**config.mk**
```make
export PLATFORM = sky130hd
export DESIGN_NAME = rpc_top
export DESIGN_NICKNAME = d
export VERILOG_FILES = /design/src/logic/rpc_pkg.sv /design/src/logic/rpc_top.sv
export SDC_FILE = /design/constraint.sdc
export NUM_CORES = 1
export LEC_CHECK = 0
export BUFFER_PORTS_ARGS = -buffer_cell sky130_fd_sc_hd__buf_2
export CAP_MARGIN = 5
export CORE_ASPECT_RATIO = 1.1
export CORE_UTILIZATION = 30
export DETAILED_ROUTE_END_ITERATION = 16
export PLACE_DENSITY_LB_ADDON = 0.3
export SYNTH_ARGS = -nofsm -noshare
export SYNTH_HDL_FRONTEND = slang
export SYNTH_SLANG_ARGS = --single-unit
```
**constraint.sdc**
```tcl
create_clock -name CLK -period 2.2 [get_ports CLK]
set_clock_uncertainty 0.05 [all_clocks]
set_input_delay 0.66 -clock CLK [delete_from_list [all_inputs] [get_ports CLK]]
set_output_delay 0.66 -clock CLK [all_outputs]
set_load 0.005 [all_outputs]
```
**src/logic/rpc_pkg.sv**
```systemverilog
// Constants and types shared by the reset and power control block
// =====================================================================
package rpc_pkg;

  // =====================================================================
  // Address map
  localparam logic [31:0] RPC_DEV_BASE         = 32'hF000_0000;
  localparam logic [31:0] RPC_OFS_DEV_RESET    = 32'h0010_C00C;
  localparam logic [31:0] RPC_ADDR_POWER_LED   = 32'hF010_C000;
  localparam logic [31:0] RPC_OFS_PAR_DMA_RST  = 32'h0001_0300;
  localparam logic [31:0] RPC_OFS_SERIAL_PAGE  = 32'h0000_5000;
  localparam logic [31:0] RPC_OFS_NETWORK_PAGE = 32'h0000_7000;
  localparam logic [31:0] RPC_OFS_PARALLEL_PG  = 32'h0000_2000;
  localparam logic [31:0] RPC_OFS_PAGE_RESET   = 32'h0000_0000;

  // =====================================================================
  // Field positions and reset values
  localparam int          RPC_DEV_BITS      = 9;
  localparam int          RPC_PLC_BLINK_BIT = 0;
  localparam int          RPC_PLC_OFF_BIT   = 1;
  localparam int          RPC_STRAP_BIT     = 0;
  localparam logic [8:0]  RPC_DEV_RESET_VAL = 9'h000;
  localparam logic [1:0]  RPC_PLC_RESET_VAL = 2'h1;
  localparam int          RPC_IDX_NETWORK   = 1;
  localparam int          RPC_IDX_PARALLEL  = 2;
  localparam int          RPC_IDX_SERIAL    = 6;

  // =====================================================================
  // Timing
  localparam int          RPC_CLK_HZ         = 10_000_000;
  localparam int          RPC_LED_FLASH_HZ   = 2;
  localparam int          RPC_LED_HALF_CYC   = RPC_CLK_HZ / (2 * RPC_LED_FLASH_HZ);
  localparam logic [3:0]  RPC_PAGE_RST_CYC   = 4'hF;

  // =====================================================================
  // Carriers
  typedef struct packed {
    logic        wr;
    logic        rd;
    logic [31:0] addr;
    logic [31:0] wdata;
  } rpc_req_t;

  typedef struct packed {
    logic graphics_reset_n;
    logic keyboard_reset_n;
    logic serial_reset_n;
    logic external_io_reset;
    logic irq_unit_reset_n;
    logic audio_reset_n;
    logic parallel_reset_n;
    logic network_reset_n;
    logic scsi_block_reset_n;
  } rpc_dev_rst_t;

  typedef struct packed {
    logic             pg_s1;
    logic             pg_s2;
    logic             rst_prev;
    logic             follower;
    logic [8:0]       dev_ctl;
    logic [1:0]       pwr_led;
    logic [2:0][3:0]  pcnt;
    logic             par_dma;
    logic [31:0]      led_cnt;
    logic             blink;
    logic [31:0]      rdata;
    logic             rvalid;
    logic [8:0]       dev_n;
    logic             bus_out;
    logic             bus_oe;
    logic             pwr_n;
    logic             led;
  } rpc_state_t;

endpackage

```
**src/logic/rpc_top.sv**
```systemverilog
// Reset and power control: bus reset sequencing, device resets, power and LED
module rpc_top import rpc_pkg::*; #(
  parameter int unsigned LED_HALF_CYC = RPC_LED_HALF_CYC,
  parameter logic [31:0] DEV_BASE     = RPC_DEV_BASE
) (
  // Clock and reset
  input  wire logic         CLK,
  input  wire logic         RSTN,
  // Supply and strap
  input  wire logic         SUPPLY_POWER_GOOD_IN,
  input  wire logic         EXT_BUS_BIT0,
  // Shared bus reset pin
  input  wire logic         BUS_RESET_N_IN,
  output logic              BUS_RESET_N_OUT,
  output logic              BUS_RESET_N_OE,
  // Register access port
  input  rpc_req_t          REG_REQ,
  output logic [31:0]       REG_RDATA,
  output logic              REG_RVALID,
  // Device resets and power
  output rpc_dev_rst_t      DEV_RESET_N,
  output logic              PAR_DMA_RESET,
  output logic              POWER_ON_N,
  output logic              LED_ON
);

  // =====================================================================
  // Decode
  function automatic logic hit(input logic [31:0] a, input logic [31:0] target);
    hit = (a == target);
  endfunction

  rpc_state_t s_q;
  rpc_state_t s_d;

  logic        wr_dev;
  logic        wr_pwr_led;
  logic [2:0]  wr_page;
  logic        bus_low;
  logic [8:0]  pulse_hold;
  logic [2:0][31:0] page_ofs;

  assign page_ofs[0] = RPC_OFS_SERIAL_PAGE;
  assign page_ofs[1] = RPC_OFS_NETWORK_PAGE;
  assign page_ofs[2] = RPC_OFS_PARALLEL_PG;

  // =====================================================================
  // Next state
  always_comb begin
    s_d        = s_q;
    bus_low    = ~BUS_RESET_N_IN;
    wr_dev     = REG_REQ.wr && hit(REG_REQ.addr, DEV_BASE + RPC_OFS_DEV_RESET);
    wr_pwr_led = REG_REQ.wr && hit(REG_REQ.addr, RPC_ADDR_POWER_LED);
    pulse_hold = '0;

    s_d.pg_s1 = SUPPLY_POWER_GOOD_IN;
    s_d.pg_s2 = s_q.pg_s1;

    s_d.rst_prev = BUS_RESET_N_IN;
    if (BUS_RESET_N_IN && !s_q.rst_prev) begin
      s_d.follower = EXT_BUS_BIT0;
    end

    s_d.bus_out = s_q.follower ? 1'b0 : s_q.pg_s2;
    s_d.bus_oe  = s_q.follower ? ~s_q.pg_s2 : 1'b1;

    if (wr_dev) begin
      s_d.dev_ctl = REG_REQ.wdata[RPC_DEV_BITS-1:0];
    end

    for (int i = 0; i < 3; i++) begin
      wr_page[i] = REG_REQ.wr &&
                   hit(REG_REQ.addr, DEV_BASE + page_ofs[i] + RPC_OFS_PAGE_RESET);
      if (wr_page[i]) begin
        s_d.pcnt[i] = RPC_PAGE_RST_CYC;
      end else if (s_q.pcnt[i] != 4'h0) begin
        s_d.pcnt[i] = s_q.pcnt[i] - 4'h1;
      end
    end
    pulse_hold[RPC_IDX_SERIAL]   = (s_q.pcnt[0] != 4'h0);
    pulse_hold[RPC_IDX_NETWORK]  = (s_q.pcnt[1] != 4'h0);
    pulse_hold[RPC_IDX_PARALLEL] = (s_q.pcnt[2] != 4'h0);

    s_d.par_dma = REG_REQ.wr && hit(REG_REQ.addr, DEV_BASE + RPC_OFS_PAR_DMA_RST);

    if (bus_low) begin
      s_d.dev_ctl = RPC_DEV_RESET_VAL;
      s_d.pcnt    = '0;
      s_d.par_dma = 1'b1;
    end

    s_d.dev_n = bus_low ? '0 : (s_q.dev_ctl & ~pulse_hold);

    if (wr_pwr_led) begin
      s_d.pwr_led = REG_REQ.wdata[1:0];
    end
    s_d.pwr_n = s_q.pwr_led[RPC_PLC_OFF_BIT];

    if (s_q.led_cnt >= LED_HALF_CYC - 1) begin
      s_d.led_cnt = '0;
      s_d.blink   = ~s_q.blink;
    end else begin
      s_d.led_cnt = s_q.led_cnt + 32'h1;
    end
    s_d.led = ~s_q.pwr_led[RPC_PLC_OFF_BIT] &
              (~s_q.pwr_led[RPC_PLC_BLINK_BIT] | s_q.blink);

    // Read path: unmapped reads return zero
    s_d.rvalid = REG_REQ.rd;
    s_d.rdata  = '0;
    if (REG_REQ.rd) begin
      if (hit(REG_REQ.addr, DEV_BASE + RPC_OFS_DEV_RESET)) begin
        s_d.rdata = {23'h0, s_q.dev_ctl};
      end else if (hit(REG_REQ.addr, RPC_ADDR_POWER_LED)) begin
        s_d.rdata = {30'h0, s_q.pwr_led};
      end
    end
  end

  // =====================================================================
  // State register; power control keeps its value across bus resets
  always_ff @(posedge CLK) begin
    if (!RSTN) begin
      s_q          <= '0;
      s_q.rst_prev <= 1'b0;
      s_q.dev_ctl  <= RPC_DEV_RESET_VAL;
      s_q.pwr_led  <= RPC_PLC_RESET_VAL;
      s_q.bus_oe   <= 1'b1;
    end else begin
      s_q <= s_d;
    end
  end

  // =====================================================================
  // Outputs, all straight from flops
  assign BUS_RESET_N_OUT = s_q.bus_out;
  assign BUS_RESET_N_OE  = s_q.bus_oe;
  assign REG_RDATA       = s_q.rdata;
  assign REG_RVALID      = s_q.rvalid;
  assign DEV_RESET_N     = rpc_dev_rst_t'(s_q.dev_n);
  assign PAR_DMA_RESET   = s_q.par_dma;
  assign POWER_ON_N      = s_q.pwr_n;
  assign LED_ON          = s_q.led;

endmodule

```
==> results.cfg, run 1 <==
[pwr]
swShare_pct = 24.5
clockPowerShare_pct = 43.2
finalPower_mw = 3.57
power.density_mw_per_mm2 = 738
combPwrFrac_pct = 11.8
p_seq_share_pct = 45.0
net-switching-power_mw = 0.875
p_leak_nw = 1.92
intPower_mw = 2.69
peakVddDrop_mv = 0.404

[floorplan]
die-area_mm2 = 0.0140
fp.coreArea_mm2 = 0.0132
start_util_pct = 30.8
die_y_um = 124
rows = 44
io_pins = 118
die_x_um = 113

[placement]
place_hpwl_mm = 6.17
pre_cts_slack_ps = -94.3
io_buffers = 71
gp_congestion = 0.749

[timing]
fin_ws_ps = 246
rsz0062_at_grt = false
finalCritPeriodShare_pct = 88.8
setup_viol = 0
setup_tns_ps = 0
max_freq_ghz = 0.512
slew_violations = 0
hold_violations = 0
fin_crit_ps = 1950

[worst_setup_path]
cp-end-kind = flop
cp.buffers_inverters = 3
cp_max_fo = 6
worst_path_max_delay_cell = nor4_4
critPathMaxStageDelay_ps = 330
cp-start-kind = input port
critical_path_class = input port to flop
cp_top_family = simple AND/OR/NAND/NOR gates
worstPathRequired_ps = 2410
cp_cell_sequence = buf_2, nor4_4, nand4_4, buf_4, nor4_4, buf_4, mux2i_1
critPathArrivalTime_ps = 2170

[layout]
syn_to_final_growth_pct = 19.4
layout.nets = 580
antenna_cells = 0
drive_above_1_share_pct = 31.4

[yosys]
synth_ff_type = dfxtp_1
yosysWarningCount = 0
synth_edf_count = 0
synth-seq-cells = 84
synthCells = 417
ys_types = 54
async_flop_share_pct = 0
avgSynthCellArea_um2 = 9.71
yosysTopAreaCellShare_pct = 41.5
yosysTopAreaCell = dfxtp_1
syn_area_mm2 = 0.00405
ys_seq_area_share_pct = 41.5
synth_area_leaders = dfxtp_1, buf_4, nor3_2, nand2_1, mux2i_1

[clocking]
postCtsHoldBufs = 0
cts_setup_buffers = 0
cts-root-buf = clkbuf_16
cts-htree-levels = 3
clock_latency_ps = 340
clock_sinks = 84
numCtsBuffers = 9
cts.reportedPaths.clkPinSlew_ps = 60
cts_tree = built
clockBufferDepth = 2
cts_resized = 0

[grt]
grt_usage_pct = 12.7
grt_max_degree = 25
antenna_found_initial = 0
first_global_vias = 2970
grt_overflow = 0
grt_pass1_wl_mm = 13.8

[drt]
drt-wirelength-per-cell_um = 12.3
drc = 0
detail-route-antenna-nets = 0
vias = 3101
vias_per_cell = 4.64
dr.pass1.iters = 4
drt_iter0_markers = 101
wl_mm = 8.19

[flow_run]
max_cap_violations = 0

[outcome]
outcome = finished clean

[min_path]
hold_path_class = flop to flop
cell type report:
type / count / area, µm²
Clock buffer: 10 / 239
Inverter: 25 / 93.8
Tap cell: 161 / 201
Timing Repair Buffer: 94 / 528
Multi-Input combinational cell: 288 / 2020
Sequential cell: 84 / 1680
Fill cell: 1310 / 8320
Clock inverter: 6 / 70.1
cells by family (layout without fill, tap and decap cells):
| group | count (synthesis) | count (layout) | synth area share [%] |
|---|---|---|---|
| AO/OA/AOI/OAI | 45 | 45 | 8.22 |
| other | 1 | 33 | 0.0926 |
| XOR/XNOR | 15 | 15 | 3.24 |
| multiplexers | 14 | 14 | 3.55 |
| adder cells (fa/ha/maj) | 7 | 7 | 2.16 |
| buffers and inverters | 77 | 135 | 11.6 |
| AND/OR/NAND/NOR | 174 | 174 | 29.6 |
| flip-flops | 84 | 84 | 41.5 |
routing by layer:
layer | share of wire, % | track usage (%) | vias to the layer above | routed length [µm]
met5 | 0 | 0 | - | 0
met4 | 2.2 | 6.25 | 0 | 183
met3 | 4.1 | 2.97 | 13 | 339
met2 | 50 | 22.7 | 64 | 4100
met1 | 44 | 14.4 | 1456 | 3570
li1 | - | - | 1568 | -
cell usage in the layout, fill, tap and decap left out, types with 3 or more instances in the layout:
| cell type | count |
|---|---|
| nand4_1 | 10 |
| and4b_1 | 3 |
| xnor2_1 | 7 |
| or3_1 | 10 |
| and3_1 | 4 |
| o211ai_1 | 3 |
| nand3_1 | 15 |
| clkinvlp_4 | 3 |
| o21ai_0 | 13 |
| buf_2 | 71 |
| nand4b_1 | 3 |
| nor3_2 | 21 |
| nor4_2 | 3 |
| xor2_1 | 8 |
| conb_1 | 33 |
| nor4_1 | 3 |
| nand2_1 | 42 |
| clkbuf_16 | 9 |
| dfxtp_1 | 84 |
| o21ai_1 | 7 |
| and4_1 | 8 |
| inv_1 | 25 |
| mux2_2 | 3 |
| ha_1 | 7 |
| a21oi_2 | 3 |
| and2_1 | 6 |
| nor3b_1 | 3 |
| mux2i_1 | 11 |
| buf_4 | 23 |
| a211oi_2 | 7 |
| nor2_1 | 14 |
| nor2b_1 | 6 |
| nor4_4 | 3 |
| nor3_1 | 3 |
per-stage QoR:
step | instances | utilization (%) | hold WS [ps] | instance area, µm²
finish | 668 | 36.8 | 362 | 4840
global placement | 652 | 34.4 | 333 | 4530
global route | 668 | 36.8 | 375 | 4840
detailed placement | 652 | 34.4 | 346 | 4530
CTS | 668 | 36.8 | 369 | 4840
floorplan | 449 | - | 331 | 4170
worst reg2reg max path: cells and delay by family, from the launching register on:
kind                     cells  cell delay [ps]
flip-flops                   1              330
adder cells (fa/ha/maj)      1              230
AO/OA/AOI/OAI                3              690
buffers and inverters        1              220
AND/OR/NAND/NOR              1              310
worst paths after layout:
| check | startpoint | endpoint | slack (ps) | cells after the start |
|---|---|---|---|---|
| worst max register to register | s_q[48] | s_q[60] | 290 | 6 |
| worst max-delay path | REG_REQ[55] | s_q[98] | 250 | 7 |
| worst min register to register | s_q[105] | BUS_RESET_N_OE | 360 | 1 |
| worst min-delay path | s_q[105] | BUS_RESET_N_OE | 360 | 1 |
power groups by stage:
stage	registers [mW]	clock network, mW	logic, mW
after floorplan	1.63	0	0.321
after global placement	1.64	0	0.403
after detailed placement	1.64	0	0.418
after CTS	1.60	1.60	0.422
after global routing	1.61	1.66	0.485
final	1.60	1.54	0.421
cells in the mapped netlist, types with 3 or more instances:
| cell type | instances |
|---|---|
| mux2i_1 | 11 |
| buf_6 | 3 |
| and4b_1 | 3 |
| nand4b_1 | 3 |
| o21ai_0 | 13 |
| nor4_4 | 3 |
| nor3_2 | 21 |
| ha_1 | 7 |
| clkbuf_1 | 5 |
| nor2_1 | 14 |
| nand4_1 | 10 |
| or3_1 | 10 |
| nand2_1 | 42 |
| inv_1 | 25 |
| xnor2_1 | 7 |
| nor3_1 | 3 |
| buf_4 | 41 |
| xor2_1 | 8 |
| nor2b_1 | 6 |
| and3_1 | 4 |
| buf_2 | 3 |
| o21ai_1 | 7 |
| a21oi_1 | 3 |
| nor4_1 | 3 |
| o211ai_1 | 3 |
| nand3_1 | 15 |
| dfxtp_1 | 84 |
| nor3b_1 | 3 |
| nor4_2 | 3 |
| mux2_2 | 3 |
| and4_1 | 8 |
| and2_1 | 6 |
| a211oi_2 | 7 |
sequential cells by signal, indices dropped and copies added, names as in the netlist:
name and flops:
REG_RDATA 9, LED_ON 1, DEV_RESET_N 9, BUS_RESET_N_OUT 1, BUS_RESET_N_OE 1, REG_RVALID 1
s_d 2, PAR_DMA_RESET 1, s_q 58, POWER_ON_N 1
(Power assumes the default switching activity.)
==> run 2, diff against run 1 <==
Clock period 2.2 ns to 2.35 ns, I/O delays scaled along.
==> run 2 against run 1 <==
Against the previous run: largest cell class unchanged; sequential cell count did not move; sequential power down 6%; non-clock buffer count fell by 5; critical endpoint is now s_q[65]; register-to-register slack hardly changed; via count shrank 0.55%; largest power group is now clock; highest routed layer unchanged; routed wire length decreased by 0.51%; sequential share of layout area is 0.099 points higher; hold slack got worse by 6.3 ps; critical path depth shrank 2; first-iteration DRC count increased by 20%.
==> results.cfg, run 2 (synthesis gave the netlist of run 1 again) <==
[pwr]
p_leak_nw = 1.91
power.density_mw_per_mm2 = 717
peakVddDrop_mv = 0.406

[worst_setup_path]
critPathMaxStageDelay_ps = 430
cp-end-kind = flop
cp_cell_sequence = ha_1, and4_1, nand4_1, or3_1, a211oi_2
worst_path_max_delay_cell = or3_1
cp-start-kind = flop
cp_max_fo = 7
worstPathRequired_ps = 2560
critical_path_class = flop to flop
critPathArrivalTime_ps = 2260

[drt]
drt_iter0_markers = 121
vias = 3084
drc = 0
dr.pass1.iters = 6
drt-wirelength-per-cell_um = 12.3
wl_mm = 8.15
detail-route-antenna-nets = 0
vias_per_cell = 4.65

[layout]
syn_to_final_growth_pct = 19.1
regMostFlops = s_q
antenna_cells = 0
largest_reg_flops = 58
layout.nets = 575
nFillCells = 1306
fin_cells = 663
layout_common_cells = dfxtp_1, buf_2, nand2_1
fin_util_pct = 36.6
fin_area_mm2 = 0.00482
drive_above_1_share_pct = 30.7
final_common_cell = dfxtp_1

[clocking]
cts.reportedPaths.clkPinSlew_ps = 60
numCtsBuffers = 9
postCtsHoldBufs = 0
clockBufferDepth = 2
cts_tree = built
cts-root-buf = clkbuf_16
cts_setup_buffers = 0
clock_latency_ps = 340
cts_resized = 0
cts-htree-levels = 3
clock_sinks = 84

[grt]
grt_overflow = 0
first_global_vias = 2993
antenna_found_initial = 0
grt_usage_pct = 12.5
grt_pass1_wl_mm = 13.7
grt_max_degree = 25

[timing]
hold_violations = 0
setup_viol = 0
tightest_slew_ps = 505
max_freq_ghz = 0.488
rsz0062_at_grt = false
slew_violations = 0
finalCritPeriodShare_pct = 87.2
setup_tns_ps = 0
fin_crit_ps = 2050
relSlewSlack_pct = 66.1

[placement]
place_hpwl_mm = 6.17
placed_area_mm2 = 0.00449
gp_congestion = 0.775
place_inst = 647
io_buffers = 71

[floorplan]
start_util_pct = 30.8
io_pins = 118
die_y_um = 124
die_x_um = 113
fp.coreArea_mm2 = 0.0132
rows = 44
die-area_mm2 = 0.0140

[outcome]
outcome = finished clean

[min_path]
hold_path_class = flop to flop

[flow_run]
max_cap_violations = 0
run 2: cell count changes in the layout (fill, tap and decap cells not counted), sizes merged:
| cell | previous run | this run |
|---|---|---|
| clkinvlp | 3 | 1 |
| clkinv | 0 | 1 |
| bufinv | 1 | 2 |
| buf | 94 | 89 |
run 2: layout make-up:
type                    instances  area (µm²)  share of cell area [%]
clock inverters                 6        93.8                    1.95
flip-flops and latches         84        1680                    34.9
repair buffers                 89         490                    10.2
well taps                     161         201                    4.18
clock buffers                  10         239                    4.96
inverters                      25        93.8                    1.95
multi-input cells             288        2020                    41.9
run 2: critical path: cells and delay by family (launching register included):
family / cells / cell delay [ps]
DFF: 1 / 410
and+or+nand+nor: 3 / 1080
adders and majority gates: 1 / 220
AOI/OAI and AO/OA: 1 / 210
run 2: path summary, 6_finish.rpt:
check,start,endpoint,slack [ps],cells after the start
hold / removal,s_q[105],BUS_RESET_N_OE,360,1
setup reg to reg,s_q[47],s_q[65],300,5
hold reg to reg,s_q[105],BUS_RESET_N_OE,360,1
setup / recovery,s_q[47],s_q[65],300,5
run 2: routing by layer:
| metal | vias to the layer above | share of wire [%] | track usage [%] |
|---|---|---|---|
| li1 | 1547 | - | - |
| met1 | 1454 | 44 | 14.0 |
| met2 | 68 | 50 | 22.1 |
| met3 | 15 | 3.5 | 2.38 |
| met4 | 0 | 2.7 | 7.33 |
| met5 | - | 0 | 0 |
run 2: through the flow:
step | power (mW) | hold WS, ps | setup WS (ps)
floorplan | 1.83 | 331 | 239
global placement | 1.91 | 334 | 33.7
detailed placement | 1.92 | 345 | -6.01
CTS | 3.49 | 360 | 277
global route | 3.60 | 381 | 132
finish | 3.46 | 355 | 301
run 2: where the power goes:
| group | internal [mW] | switching, mW | total, mW |
|---|---|---|---|
| clock network | 0.969 | 0.594 | 1.56 |
| registers | 1.47 | 0.0299 | 1.50 |
| logic | 0.187 | 0.205 | 0.391 |
| total | 2.63 | 0.828 | 3.46 |
